`config.mk`:
```
export PLATFORM = sky130hd
export DESIGN_NAME = i2css_top
export DESIGN_NICKNAME = d
export VERILOG_FILES = /design/src/core/i2css_pkg.sv /design/src/core/i2css_top.sv /design/src/core/i2css_sync.sv /design/src/core/i2css_cond.sv
export SDC_FILE = /design/constraint.sdc
export NUM_CORES = 1
export LEC_CHECK = 0
export BUFFER_PORTS_ARGS = -buffer_cell sky130_fd_sc_hd__buf_2
export CAP_MARGIN = 5
export CORE_UTILIZATION = 29
export DETAILED_ROUTE_END_ITERATION = 10
export GPL_TIMING_DRIVEN = 0
export HOLD_SLACK_MARGIN = 0.1
export PLACE_DENSITY = 0.51
export SYNTH_ARGS = -nofsm -noshare
export SYNTH_HDL_FRONTEND = slang
export SYNTH_SLANG_ARGS = --single-unit
```
`constraint.sdc`:
```
create_clock -name pclk -period 2.5 [get_ports pclk]
set_clock_uncertainty 0.2 [all_clocks]
set_input_delay 0.125 -clock pclk [delete_from_list [all_inputs] [get_ports pclk]]
set_output_delay 0.125 -clock pclk [all_outputs]
set_load 0.01 [all_outputs]
```
`src/core/i2css_pkg.sv`:
```
// Shared constants, types and register map of the I2C slave status and mask block
`default_nettype none
package i2css_pkg;

    // ****************************************
    // Register byte offsets
    // ****************************************
    localparam logic [7:0] OFS_CONTROL    = 8'h00;
    localparam logic [7:0] OFS_BUS_STATUS = 8'h04;
    localparam logic [7:0] OFS_ADDR_MASK  = 8'h08;
    localparam logic [7:0] OFS_RX_HOLD    = 8'h0c;
    localparam logic [7:0] OFS_TX_REG     = 8'h10;
    localparam logic [7:0] OFS_OWN_ADDR   = 8'h14;
    localparam logic [7:0] OFS_IRQ_STATUS = 8'h18;
    localparam logic [7:0] OFS_IRQ_MASK   = 8'h1c;

    // ****************************************
    // Field positions and widths
    // ****************************************
    localparam int CTRL_ENABLE_BIT = 0;
    localparam int STAT_START_BIT  = 3;
    localparam int STAT_DIR_BIT    = 2;
    localparam int STAT_RBF_BIT    = 1;
    localparam int STAT_TBF_BIT    = 0;
    localparam int MASK_WIDTH      = 10;
    localparam int ADDR_BITS       = 7;
    localparam int IRQ_WIDTH       = 4;
    localparam int IRQ_MATCH_BIT   = 0;
    localparam int IRQ_RX_BIT      = 1;
    localparam int IRQ_TX_BIT      = 2;
    localparam int IRQ_STOP_BIT    = 3;

    // ****************************************
    // Reset values and counts
    // ****************************************
    localparam logic [9:0] MASK_RESET     = 10'h000;
    localparam logic [9:0] OWN_ADDR_RESET = 10'h000;
    localparam logic [3:0] BITS_PER_BYTE  = 4'h8;

    // Slave protocol states
    typedef enum logic [2:0] {
        ST_IDLE = 3'b000,
        ST_ADDR = 3'b001,
        ST_AACK = 3'b010,
        ST_RX   = 3'b011,
        ST_RACK = 3'b100,
        ST_TX   = 3'b101,
        ST_TACK = 3'b110
    } i2css_state_t;

    // Line events seen on the bus, in the pclk domain
    typedef struct packed {
        logic start;
        logic stop;
        logic scl_rise;
        logic scl_fall;
        logic sda;
    } i2css_line_t;

endpackage
`default_nettype wire

```
`src/core/i2css_top.sv`:
```
// I2C slave status flags, address mask matching and APB register file
//
// Design decisions made here: the register addresses and register access over APB.
`default_nettype none
module i2css_top (
    // Clock and reset
    input  wire logic        pclk,
    input  wire logic        presetn,
    // APB slave
    input  wire logic        psel,
    input  wire logic        penable,
    input  wire logic        pwrite,
    input  wire logic [7:0]  paddr,
    input  wire logic [31:0] pwdata,
    output logic      [31:0] prdata,
    output logic             pready,
    output logic             pslverr,
    // I2C bus pins
    input  wire logic        scl_i,
    input  wire logic        sda_i,
    output logic             sda_o,
    output logic             sda_oe,
    // Interrupt
    output logic             irq
);

    // ****************************************
    // Declarations
    // ****************************************
    logic [1:0]                  pins_s;
    i2css_pkg::i2css_line_t      ev;
    i2css_pkg::i2css_state_t     state_r;
    logic [3:0]                  cnt_r;
    logic [7:0]                  rx_shift_r;
    logic [7:0]                  tx_shift_r;
    logic [7:0]                  rcv_r;
    logic [7:0]                  txd_r;
    logic [9:0]                  mask_r;
    logic [9:0]                  own_r;
    logic                        en_r;
    logic                        start_flag_r;
    logic                        dir_r;
    logic                        rbf_r;
    logic                        tbf_r;
    logic                        ack_r;
    logic [3:0]                  irq_stat_r;
    logic [3:0]                  irq_mask_r;
    logic [3:0]                  irq_set;
    logic [31:0]                 rdata_nxt;
    logic                        wr_acc;
    logic                        rd_acc;
    logic                        addr_done;
    logic                        addr_hit;
    logic                        rx_done;
    logic                        tx_done;
    logic                        mapped;

    // ****************************************
    // Helpers
    // ****************************************
    // True when a register sits at this offset
    function automatic logic is_mapped(input logic [7:0] a);
        is_mapped = (a == i2css_pkg::OFS_CONTROL)    || (a == i2css_pkg::OFS_BUS_STATUS) ||
                    (a == i2css_pkg::OFS_ADDR_MASK)  || (a == i2css_pkg::OFS_RX_HOLD)    ||
                    (a == i2css_pkg::OFS_TX_REG)     || (a == i2css_pkg::OFS_OWN_ADDR)   ||
                    (a == i2css_pkg::OFS_IRQ_STATUS) || (a == i2css_pkg::OFS_IRQ_MASK);
    endfunction

    // Address compare with masked positions ignored
    function automatic logic addr_match(input logic [6:0] rx, input logic [6:0] own,
                                        input logic [6:0] msk);
        addr_match = ((rx ^ own) & ~msk) == 7'h00;
    endfunction

    // ****************************************
    // Pin synchronisers and line events
    // ****************************************
    i2css_sync #(
        .W       (2)
    ) u_sync (
        .pclk    (pclk),
        .presetn (presetn),
        .d_in    ({scl_i, sda_i}),
        .d_out   (pins_s)
    );

    i2css_cond u_cond (
        .pclk    (pclk),
        .presetn (presetn),
        .scl_s   (pins_s[1]),
        .sda_s   (pins_s[0]),
        .ev      (ev)
    );

    // ****************************************
    // APB access decode
    // ****************************************
    assign mapped  = is_mapped(paddr);
    assign wr_acc  = psel && penable && pwrite && mapped;
    assign rd_acc  = psel && penable && !pwrite && mapped;
    assign pready  = psel && penable;
    assign pslverr = psel && penable && !mapped;

    // ****************************************
    // Bus event terms
    // ****************************************
    assign addr_done = (state_r == i2css_pkg::ST_ADDR) && ev.scl_fall && (cnt_r == i2css_pkg::BITS_PER_BYTE);
    assign addr_hit  = addr_match(rx_shift_r[7:1], own_r[6:0], mask_r[6:0]);
    assign rx_done   = (state_r == i2css_pkg::ST_RX) && ev.scl_fall && (cnt_r == i2css_pkg::BITS_PER_BYTE);
    assign tx_done   = (state_r == i2css_pkg::ST_TX) && ev.scl_fall && (cnt_r == i2css_pkg::BITS_PER_BYTE);

    // ****************************************
    // Slave protocol state
    // ****************************************
    always_ff @(posedge pclk or negedge presetn) begin
        if (!presetn) begin
            state_r <= i2css_pkg::ST_IDLE;
        end else if (!en_r || ev.stop) begin
            state_r <= i2css_pkg::ST_IDLE;
        end else if (ev.start) begin
            state_r <= i2css_pkg::ST_ADDR;
        end else begin
            case (state_r)
                i2css_pkg::ST_ADDR: begin
                    if (addr_done) begin
                        state_r <= addr_hit ? i2css_pkg::ST_AACK : i2css_pkg::ST_IDLE;
                    end
                end
                i2css_pkg::ST_AACK: begin
                    if (ev.scl_fall) begin
                        state_r <= dir_r ? i2css_pkg::ST_TX : i2css_pkg::ST_RX;
                    end
                end
                i2css_pkg::ST_RX: begin
                    // A byte arriving while the holding register is full is refused
                    if (rx_done) begin
                        state_r <= rbf_r ? i2css_pkg::ST_IDLE : i2css_pkg::ST_RACK;
                    end
                end
                i2css_pkg::ST_RACK: begin
                    if (ev.scl_fall) begin
                        state_r <= i2css_pkg::ST_RX;
                    end
                end
                i2css_pkg::ST_TX: begin
                    if (tx_done) begin
                        state_r <= i2css_pkg::ST_TACK;
                    end
                end
                i2css_pkg::ST_TACK: begin
                    if (ev.scl_fall) begin
                        state_r <= ack_r ? i2css_pkg::ST_TX : i2css_pkg::ST_IDLE;
                    end
                end
                default: begin
                    state_r <= i2css_pkg::ST_IDLE;
                end
            endcase
        end
    end

    // ****************************************
    // Bit counter and shifters
    // ****************************************
    always_ff @(posedge pclk or negedge presetn) begin
        if (!presetn) begin
            cnt_r <= 4'h0;
        end else if (ev.start || addr_done || rx_done || tx_done || ev.scl_fall &&
                     (state_r == i2css_pkg::ST_AACK || state_r == i2css_pkg::ST_RACK ||
                      state_r == i2css_pkg::ST_TACK)) begin
            cnt_r <= 4'h0;
        end else if (ev.scl_rise && (state_r == i2css_pkg::ST_ADDR || state_r == i2css_pkg::ST_RX ||
                                     state_r == i2css_pkg::ST_TX)) begin
            cnt_r <= cnt_r + 4'h1;
        end
    end

    always_ff @(posedge pclk or negedge presetn) begin
        if (!presetn) begin
            rx_shift_r <= 8'h00;
        end else if (ev.scl_rise && (state_r == i2css_pkg::ST_ADDR || state_r == i2css_pkg::ST_RX)) begin
            rx_shift_r <= {rx_shift_r[6:0], ev.sda};
        end
    end

    // Data changes only on the falling clock so SDA is stable while SCL is high
    always_ff @(posedge pclk or negedge presetn) begin
        if (!presetn) begin
            tx_shift_r <= 8'hff;
        end else if (ev.scl_fall && (state_r == i2css_pkg::ST_AACK || state_r == i2css_pkg::ST_TACK)) begin
            tx_shift_r <= txd_r;
        end else if (ev.scl_fall && state_r == i2css_pkg::ST_TX && cnt_r != 4'h0) begin
            tx_shift_r <= {tx_shift_r[6:0], 1'b1};
        end
    end

    // Master acknowledge after each sent byte
    always_ff @(posedge pclk or negedge presetn) begin
        if (!presetn) begin
            ack_r <= 1'b0;
        end else if (state_r == i2css_pkg::ST_TACK && ev.scl_rise) begin
            ack_r <= !ev.sda;
        end
    end

    // Open-drain: only ever pulls low
    assign sda_o  = 1'b0;
    assign sda_oe = (state_r == i2css_pkg::ST_AACK) || (state_r == i2css_pkg::ST_RACK) ||
                    ((state_r == i2css_pkg::ST_TX) && !tx_shift_r[7]);

    // ****************************************
    // Status flags
    // ****************************************
    always_ff @(posedge pclk or negedge presetn) begin
        if (!presetn) begin
            start_flag_r <= 1'b0;
        end else if (!en_r) begin
            start_flag_r <= 1'b0;
        end else if (ev.start) begin
            start_flag_r <= 1'b1;
        end else if (ev.stop) begin
            start_flag_r <= 1'b0;
        end
    end

    always_ff @(posedge pclk or negedge presetn) begin
        if (!presetn) begin
            dir_r <= 1'b0;
        end else if (addr_done && addr_hit) begin
            dir_r <= rx_shift_r[0];
        end
    end

    // Hardware set wins over the software read-clear
    always_ff @(posedge pclk or negedge presetn) begin
        if (!presetn) begin
            rbf_r <= 1'b0;
            rcv_r <= 8'h00;
        end else if (rx_done && !rbf_r) begin
            rbf_r <= 1'b1;
            rcv_r <= rx_shift_r;
        end else if (rd_acc && paddr == i2css_pkg::OFS_RX_HOLD) begin
            rbf_r <= 1'b0;
        end
    end

    // A write landing on the byte-end cycle keeps the flag set
    always_ff @(posedge pclk or negedge presetn) begin
        if (!presetn) begin
            tbf_r <= 1'b0;
            txd_r <= 8'hff;
        end else if (wr_acc && paddr == i2css_pkg::OFS_TX_REG) begin
            tbf_r <= 1'b1;
            txd_r <= pwdata[7:0];
        end else if (tx_done) begin
            tbf_r <= 1'b0;
        end
    end

    // ****************************************
    // Configuration registers
    // ****************************************
    always_ff @(posedge pclk or negedge presetn) begin
        if (!presetn) begin
            en_r       <= 1'b0;
            mask_r     <= i2css_pkg::MASK_RESET;
            own_r      <= i2css_pkg::OWN_ADDR_RESET;
            irq_mask_r <= 4'h0;
        end else if (wr_acc) begin
            case (paddr)
                i2css_pkg::OFS_CONTROL:   en_r       <= pwdata[i2css_pkg::CTRL_ENABLE_BIT];
                i2css_pkg::OFS_ADDR_MASK: mask_r     <= pwdata[9:0];
                i2css_pkg::OFS_OWN_ADDR:  own_r      <= pwdata[9:0];
                i2css_pkg::OFS_IRQ_MASK:  irq_mask_r <= pwdata[3:0];
                default: begin
                end
            endcase
        end
    end

    // ****************************************
    // Interrupt status, write one to clear
    // ****************************************
    always_comb begin
        irq_set                             = 4'h0;
        irq_set[i2css_pkg::IRQ_MATCH_BIT]   = addr_done && addr_hit;
        irq_set[i2css_pkg::IRQ_RX_BIT]      = rx_done && !rbf_r;
        irq_set[i2css_pkg::IRQ_TX_BIT]      = tx_done;
        irq_set[i2css_pkg::IRQ_STOP_BIT]    = ev.stop && en_r;
    end

    always_ff @(posedge pclk or negedge presetn) begin
        if (!presetn) begin
            irq_stat_r <= 4'h0;
        end else if (wr_acc && paddr == i2css_pkg::OFS_IRQ_STATUS) begin
            irq_stat_r <= (irq_stat_r & ~pwdata[3:0]) | irq_set;
        end else begin
            irq_stat_r <= irq_stat_r | irq_set;
        end
    end

    assign irq = |(irq_stat_r & irq_mask_r);

    // ****************************************
    // Read data, captured in the setup phase
    // ****************************************
    always_comb begin
        rdata_nxt = 32'h0000_0000;
        case (paddr)
            i2css_pkg::OFS_CONTROL:    rdata_nxt[0]   = en_r;
            i2css_pkg::OFS_BUS_STATUS: rdata_nxt[3:0] = {start_flag_r, dir_r, rbf_r, tbf_r};
            i2css_pkg::OFS_ADDR_MASK:  rdata_nxt[9:0] = mask_r;
            i2css_pkg::OFS_RX_HOLD:    rdata_nxt[7:0] = rcv_r;
            i2css_pkg::OFS_TX_REG:     rdata_nxt[7:0] = txd_r;
            i2css_pkg::OFS_OWN_ADDR:   rdata_nxt[9:0] = own_r;
            i2css_pkg::OFS_IRQ_STATUS: rdata_nxt[3:0] = irq_stat_r;
            i2css_pkg::OFS_IRQ_MASK:   rdata_nxt[3:0] = irq_mask_r;
            default:                   rdata_nxt      = 32'h0000_0000;
        endcase
    end

    always_ff @(posedge pclk or negedge presetn) begin
        if (!presetn) begin
            prdata <= 32'h0000_0000;
        end else if (psel && !penable && !pwrite) begin
            prdata <= rdata_nxt;
        end
    end
endmodule
`default_nettype wire

```
`src/core/i2css_sync.sv`:
```
// Two-flop synchroniser for the bus pins
`default_nettype none
module i2css_sync #(
    parameter int W = 2
) (
    // Clock and reset
    input  wire logic         pclk,
    input  wire logic         presetn,
    // Data
    input  wire logic [W-1:0] d_in,
    output logic      [W-1:0] d_out
);

    logic [W-1:0] meta_r;

    // Idle bus is high, so both stages reset high
    always_ff @(posedge pclk or negedge presetn) begin
        if (!presetn) begin
            meta_r <= '1;
            d_out  <= '1;
        end else begin
            meta_r <= d_in;
            d_out  <= meta_r;
        end
    end

endmodule
`default_nettype wire

```
`src/core/i2css_cond.sv`:
```
// Start, stop and clock edge detector on synchronised bus lines
`default_nettype none
module i2css_cond (
    // Clock and reset
    input  wire logic               pclk,
    input  wire logic               presetn,
    // Synchronised lines
    input  wire logic               scl_s,
    input  wire logic               sda_s,
    // Events
    output i2css_pkg::i2css_line_t  ev
);

    logic scl_q_r;
    logic sda_q_r;

    always_ff @(posedge pclk or negedge presetn) begin
        if (!presetn) begin
            scl_q_r <= 1'b1;
            sda_q_r <= 1'b1;
        end else begin
            scl_q_r <= scl_s;
            sda_q_r <= sda_s;
        end
    end

    // SDA moving while SCL stays high marks start or stop
    always_comb begin
        ev.start    = scl_s && scl_q_r && sda_q_r && !sda_s;
        ev.stop     = scl_s && scl_q_r && !sda_q_r && sda_s;
        ev.scl_rise = scl_s && !scl_q_r;
        ev.scl_fall = !scl_s && scl_q_r;
        ev.sda      = sda_s;
    end

endmodule
`default_nettype wire

```
* After elaboration in Yosys (flattened, before gate mapping)
Index checks and enable logic that the tools add are counted.
** Storage, ports and cells
- Flip-flop bits (word level) :: 89
- Output and inout port bits :: 37
- Logic and storage cells :: 155
** Cells by class
- Add/sub/neg operators :: 1
- Eq/ne operators :: 21
- Mux-type cells :: 29
- Bitwise operators :: 8
- Reductions and logical operators :: 75
** Operators by type and width (count)
- $logic_and A1 B1 Y1 :: 34
- $mux W3 :: 11
- $eq A8 B5 Y1 const B :: 4
- $pmux W3 S7 :: 1
- $logic_or A1 B1 Y1 :: 18
- $pmux W3 S6 :: 1
- $eq A8 B4 Y1 const B :: 2
- $mux W8 :: 2
- $ne A4 B4 Y1 const B :: 4
- $pmux W4 S4 :: 1
- $mux W4 :: 3
- $logic_not A1 Y1 :: 10
- $eq A3 B3 Y1 const B :: 3
- $and A4 B4 Y4 :: 2
- $eq A8 B3 Y1 const B :: 1
- $logic_not A8 Y1 :: 1
- $ne A4 B3 Y1 const B :: 2
- $or A4 B4 Y4 :: 2
- $pmux W1 S8 :: 1
- $reduce_and A2 Y1 :: 4
- $reduce_bool A2 Y1 :: 4
- $and A7 B7 Y7 :: 1
- $logic_not A7 Y1 :: 1
- $mux W1 :: 7
- 13 further kinds :: 14

* Longest topological paths before layout
- Depth in word-level cells :: 12
- Mapped depth :: 8

* Modules after synthesis
A second synthesis with hierarchy kept.
** Second synthesis, totals
- Cell total of the unflattened synthesis :: 383
- Area, all modules :: 4601.9 um^2
** Modules (own cells, without submodules)
- i2css_top :: times used 1, cells each 372, area each 4401.7 um^2
- i2css_sync :: times used 1, cells each 4, area each 105.1 um^2
- i2css_cond :: times used 1, cells each 7, area each 95.1 um^2

* Worst setup path before layout
OpenSTA, ideal clock, no wires.
- Path type :: input to register
- From :: in paddr[0]
- To :: reg own_r[0]
- Setup time :: 0.125 ns
- Arrival time :: 1.709 ns
- Slack :: 0.466 ns
- Stages :: 5
- Path through :: or4_4 nor2_4 nand3_2 nor3_4 mux2_2
** On the way
- Word-level cells in the longest chain between the ends :: 10
- Elaborated cells between the ends (all ways) :: 17
** Ends and longest elaborated chain
- from (decl) :: RTL line i2css_top.sv:13 : input wire logic [7:0] paddr,
- $eq A8 B3 Y1 or $logic_not A8 Y1 (tied branches) :: RTL line i2css_top.sv:63 : is_mapped = (a == i2css_pkg::OFS_CONTROL) || (a == i2css_pkg::OFS_BUS_STATUS) ||
- $logic_or A1 B1 Y1 (2 in a row) :: RTL line i2css_top.sv:63
- $logic_or A1 B1 Y1 (2 in a row) :: RTL line i2css_top.sv:64 : (a == i2css_pkg::OFS_ADDR_MASK) || (a == i2css_pkg::OFS_RX_HOLD) ||
- $logic_or A1 B1 Y1 (2 in a row) :: RTL line i2css_top.sv:65 : (a == i2css_pkg::OFS_TX_REG) || (a == i2css_pkg::OFS_OWN_ADDR) ||
- $logic_or A1 B1 Y1 :: RTL line i2css_top.sv:66 : (a == i2css_pkg::OFS_IRQ_STATUS) || (a == i2css_pkg::OFS_IRQ_MASK);
- $logic_and A1 B1 Y1 :: RTL line i2css_top.sv:99 : assign wr_acc = psel && penable && pwrite && mapped;
- $reduce_and A2 Y1 (no line) (*)
- to (signal assigned) :: RTL line i2css_top.sv:267 : own_r <= i2css_pkg::OWN_ADDR_RESET;
- to (signal assigned) :: RTL line i2css_top.sv:273 : i2css_pkg::OFS_OWN_ADDR: own_r <= pwdata[9:0];
- to (decl) :: RTL line i2css_top.sv:39 : logic [9:0] own_r;
Mark *: on every way between the ends. The rest lies on a longest branch, timed or not.
A chain may end at the register's enable or synchronous reset.

* Final worst setup path
- From :: reg state_r[2]
- To :: reg dir_r
** On the way
- Word-level cells in the longest chain between the ends :: 4
** Ends and longest elaborated chain
- from (decl) :: RTL line i2css_top.sv:32 : i2css_pkg::i2css_state_t state_r;
- from (signal assigned) :: RTL line i2css_top.sv:117 : state_r <= i2css_pkg::ST_IDLE;
- from (signal assigned) :: RTL line i2css_top.sv:119 : state_r <= i2css_pkg::ST_IDLE;
- from (signal assigned) :: RTL line i2css_top.sv:121 : state_r <= i2css_pkg::ST_ADDR;
- $eq A3 B1 Y1 :: RTL line i2css_top.sv:107 : assign addr_done = (state_r == i2css_pkg::ST_ADDR) && ev.scl_fall && (cnt_r == i2css_pkg::BITS_PER_BYTE);
- $logic_and A1 B1 Y1 (2 in a row) :: RTL line i2css_top.sv:107
- $logic_and A1 B1 Y1 :: RTL line i2css_top.sv:229 : end else if (addr_done && addr_hit) begin
- to (signal assigned) :: RTL line i2css_top.sv:230 : dir_r <= rx_shift_r[0];
- to (decl) :: RTL line i2css_top.sv:42 : logic dir_r;
Every way passes these cells.

==> Flow_metrics.wiki <==
{| class="wikitable"
! Metric !! Value
|-
| Result of the run || finished, violations left
|-
| Violated checks || design-rule violations
|-
| Antenna cell count || 0
|-
| Mean routed wirelength per cell || 16.1 um
|-
| Wire length of the first global-routing pass || roughly 17000 um
|-
| Clk pin slew, worst setup/hold paths || around 0.06 ns
|-
| Power per unit of standard cell area || roughly 570 mW/mm2
|-
| Max FO, Critical Path || 10
|-
| Final sum of negative setup slack || 0 ns
|-
| WL final || ~11000 um
|-
| Number of levels the H-tree was split into || 3
|-
| Number of ports placed on the die boundary || between 80 and 90
|-
| Avg Vias per Cell || 4.81
|-
| Chip height || about 130 um
|-
| Number of global-route vias before repair || between 3000 and 4000
|-
| Cells after synthesis || 387
|-
| Die X-Extent || about 130 um
|-
| Final Power || around 3100 uW
|-
| IR drop worst, VDD || about 0.28 mV
|-
| Leakage power total || about 0.0025 uW
|-
| Total routing usage reported by global routing || 0.145
|-
| Buffers inserted by post-CTS timing repair || 0
|-
| DRC violation count after routing || 4
|-
| Actual transition at the worst max-transition pin || roughly 0.65 ns
|-
| Category of the most critical setup path || register to register
|-
| Total CTS buffers || 9
|-
| Final Critical Period || approximately 2.3 ns
|-
| Final Cycle Share || 0.910
|-
| Fraction of layout instances using a drive strength above 1 || 0.343
|-
| CP arrival || around 2.3 ns
|-
| RSZ-0062 raised after global routing || no
|-
| Layout Area Growth over Synthesis || 23.5%
|-
| Number of synthesized register bits || 89
|-
| Predominant post-synthesis flop cell || dfrtp_1
|-
| Post-route cell area || around 0.0055 mm2
|-
| Startpoint type of the worst setup path || register
|-
| Count of different cell masters after synthesis || 49
|-
| Number of cells in the finished layout apart from fillers || roughly 670
|-
| Post-route antenna net violation count || 0
|-
| Data required time of the critical path || between 2 and 3 ns
|-
| CTS Sinks || 89
|-
| Via count || approximately 3200
|-
| Starting Density || 0.300
|-
| GRT Residual Overflow || 0
|-
| Hold violation count in the final report || 0
|-
| Net count reported at finish || between 500 and 600
|-
| Quantity of I/O buffers inserted on ports || 36
|-
| Top-count cell post-synth || dfrtp_1
|-
| Fmax || 439 MHz
|-
| Delay of the slowest cell on the worst path || between 0.4 and 0.5 ns
|-
| Utilization of the core after routing || 0.371
|-
| HPWL reported at the end of detailed placement || 7810 um
|-
| Row count || 44
|-
| FILL cells || between 1000 and 1500
|-
| Cell-by-cell listing of the critical path || clkbuf_1, nor2_1, o211ai_1, nor4_2, nand2_1, mux2_2
|-
| Largest area contributor in the netlist || dfrtp_1
|-
| CTS tree || yes
|-
| Placed instance area || 0.00494 mm2
|-
| Drt first pass iters || 9
|-
| Synth Cell Area || 0.00442 mm2
|-
| Endpoint class of the critical path || register
|-
| Sequential-to-total area share from yosys stat || 0.510
|-
| Clock buffer depth || 2
|-
| Highest-delay cell along the critical path || nor4_2
|-
| Proportion of register bits with asynchronous set or reset after synthesis || 1.00
|-
| Clock network latency to the later pin of the worst-skew pair || 0.34 ns
|-
| Cell types occupying the most area after synthesis || dfrtp_1 (38%), mux2_2 (14%), dfstp_2 (13%)
|-
| Area fraction of the dominant cell type after synthesis || 0.380
|-
| Buffers & Inverters on Critical Path || 1
|-
| Top post-synthesis cells by count || dfrtp_1 (67), mux2_2 (54), nand2_1 (44)
|-
| Slew margin rel. || 0.563
|-
| Max-slew violation count || 0
|-
| Critical path's top delay family || simple AND/OR/NAND/NOR gates
|-
| Clock Tree Root || clkbuf_16
|-
| Violation count after the first detailed-routing iteration || ~140
|-
| Synth warnings || 0
|-
| Initial antenna violation count || 0
|-
| Maximum number of pins on one net before global-route repair || ~70
|-
| Number of max-cap violations || 0
|-
| Core area || 0.0147 mm2
|-
| Die Outline Area || 0.0157 mm2
|-
| Final count of negative-setup-slack endpoints || 0
|-
| Mean cell area of the mapped netlist || approximately 11 um2
|-
| Inst Count DP || 630
|-
| Number of enable-type register cells in the synthesized netlist || 0
|-
| Routability Congestion || 0.811
|-
| Worst min path class || input pin to register
|}
-- placed cells by master (no fill, tap or decap), types with 3 or more instances in the layout --
cell	synthesis	routed
a21oi_1	10	10
nor2b_1	6	6
conb_1	1	23
mux4_2	4	4
mux2i_1	15	15
o21ai_0	16	16
and3_1	3	3
nor3_1	4	4
inv_1	11	11
buf_2	1	36
clkbuf_1	12	13
o22ai_1	4	4
a22oi_1	5	5
dfstp_2	22	22
nand2_1	44	44
clkinv_2	0	3
buf_4	23	24
dfrtp_1	67	67
nand2b_1	4	4
mux2_2	54	54
o31ai_1	3	3
nand3_1	4	4
a22o_1	8	8
nor2_1	21	21
o221ai_1	4	4
xnor2_1	9	9
clkbuf_16	0	9
dlygate4sd3_1	0	19
-- cell families after synthesis --
logic type	synth area share
AO/OA/AOI/OAI	0.0932
adder cells (fa/ha/maj)	0.00566
AND/OR/NAND/NOR	0.115
XOR/XNOR	0.0218
buffers and inverters	0.0606
multiplexers	0.192
flip-flops	0.510
other	0.000849
-- flip-flops by register name, indices dropped and copies added, names as in the netlist, 3 cells and up --
register,flops
txd_r,8
own_r,10
rx_shift_r,8
state_r,3
tx_shift_r,8
cnt_r,4
irq_mask_r,4
irq_stat_r,4
mask_r,10
rcv_r,8
prdata,10
-- through the flow --
step / hold slack, ns / worst slack (ns)
final: 0.139 / 0.224
after global routing: 0.161 / 0.0513
after CTS: 0.128 / 0.0649
after detailed placement: -0.153 / 0.0644
after global placement: 0.0297 / 0.0647
after floorplan: -0.371 / 0.466
-- cell type report --
cell class / instances / area [um2] / share of cell area
tap: 184 / 230 / 0.0422
clock inverter: 6 / 82.6 / 0.0151
timing repair buffer: 56 / 400 / 0.0734
inverter: 11 / 41.3 / 0.00757
sequential: 89 / 2250 / 0.413
buffer: 37 / 226 / 0.0415
multi-input combinational: 272 / 1990 / 0.365
clock buffer: 10 / 229 / 0.0420
-- what timing repair did --
item                       4_1_cts  5_1_grt
hold endpoints to repair       123        0
resized for setup                0        2
hold buffers                    19        0
setup endpoints to repair        0        9
-- worst paths after layout --
| check | from | to | slack, ns | cells past startpoint |
|---|---|---|---|---|
| worst max register to register | state_r[2] | dir_r | 0.22 | 6 |
| worst min register to register | u_sync.meta_r[0] | u_sync.d_out[0] | 0.15 | 0 |
| min in group asynchronous | presetn | u_sync.meta_r[1] | 0.22 | 2 |
| max in group asynchronous | presetn | cnt_r[1] | 1.03 | 3 |
| worst min-delay path | penable | prdata[9] | 0.14 | 4 |
| worst max-delay path | state_r[2] | dir_r | 0.22 | 6 |
-- layer usage --
layer	wire length, um	track usage
met4	256	0.0674
met2	4930	0.221
met5	0	0
met3	471	0.0248
met1	5050	0.199
-- worst min-delay path: stages --
cell	delay, ns
buf_2	0.09
nor2_1	0.04
nand2_1	0.24
o21ai_0	0.13
-- report_power, final --
group | internal (uW) | total (uW) | switching, uW
clock network | 870 | 1420 | 551
logic | 90.4 | 205 | 114
registers | 1460 | 1480 | 14.5
total | 2420 | 3100 | 680
(Power assumes the default switching activity.)
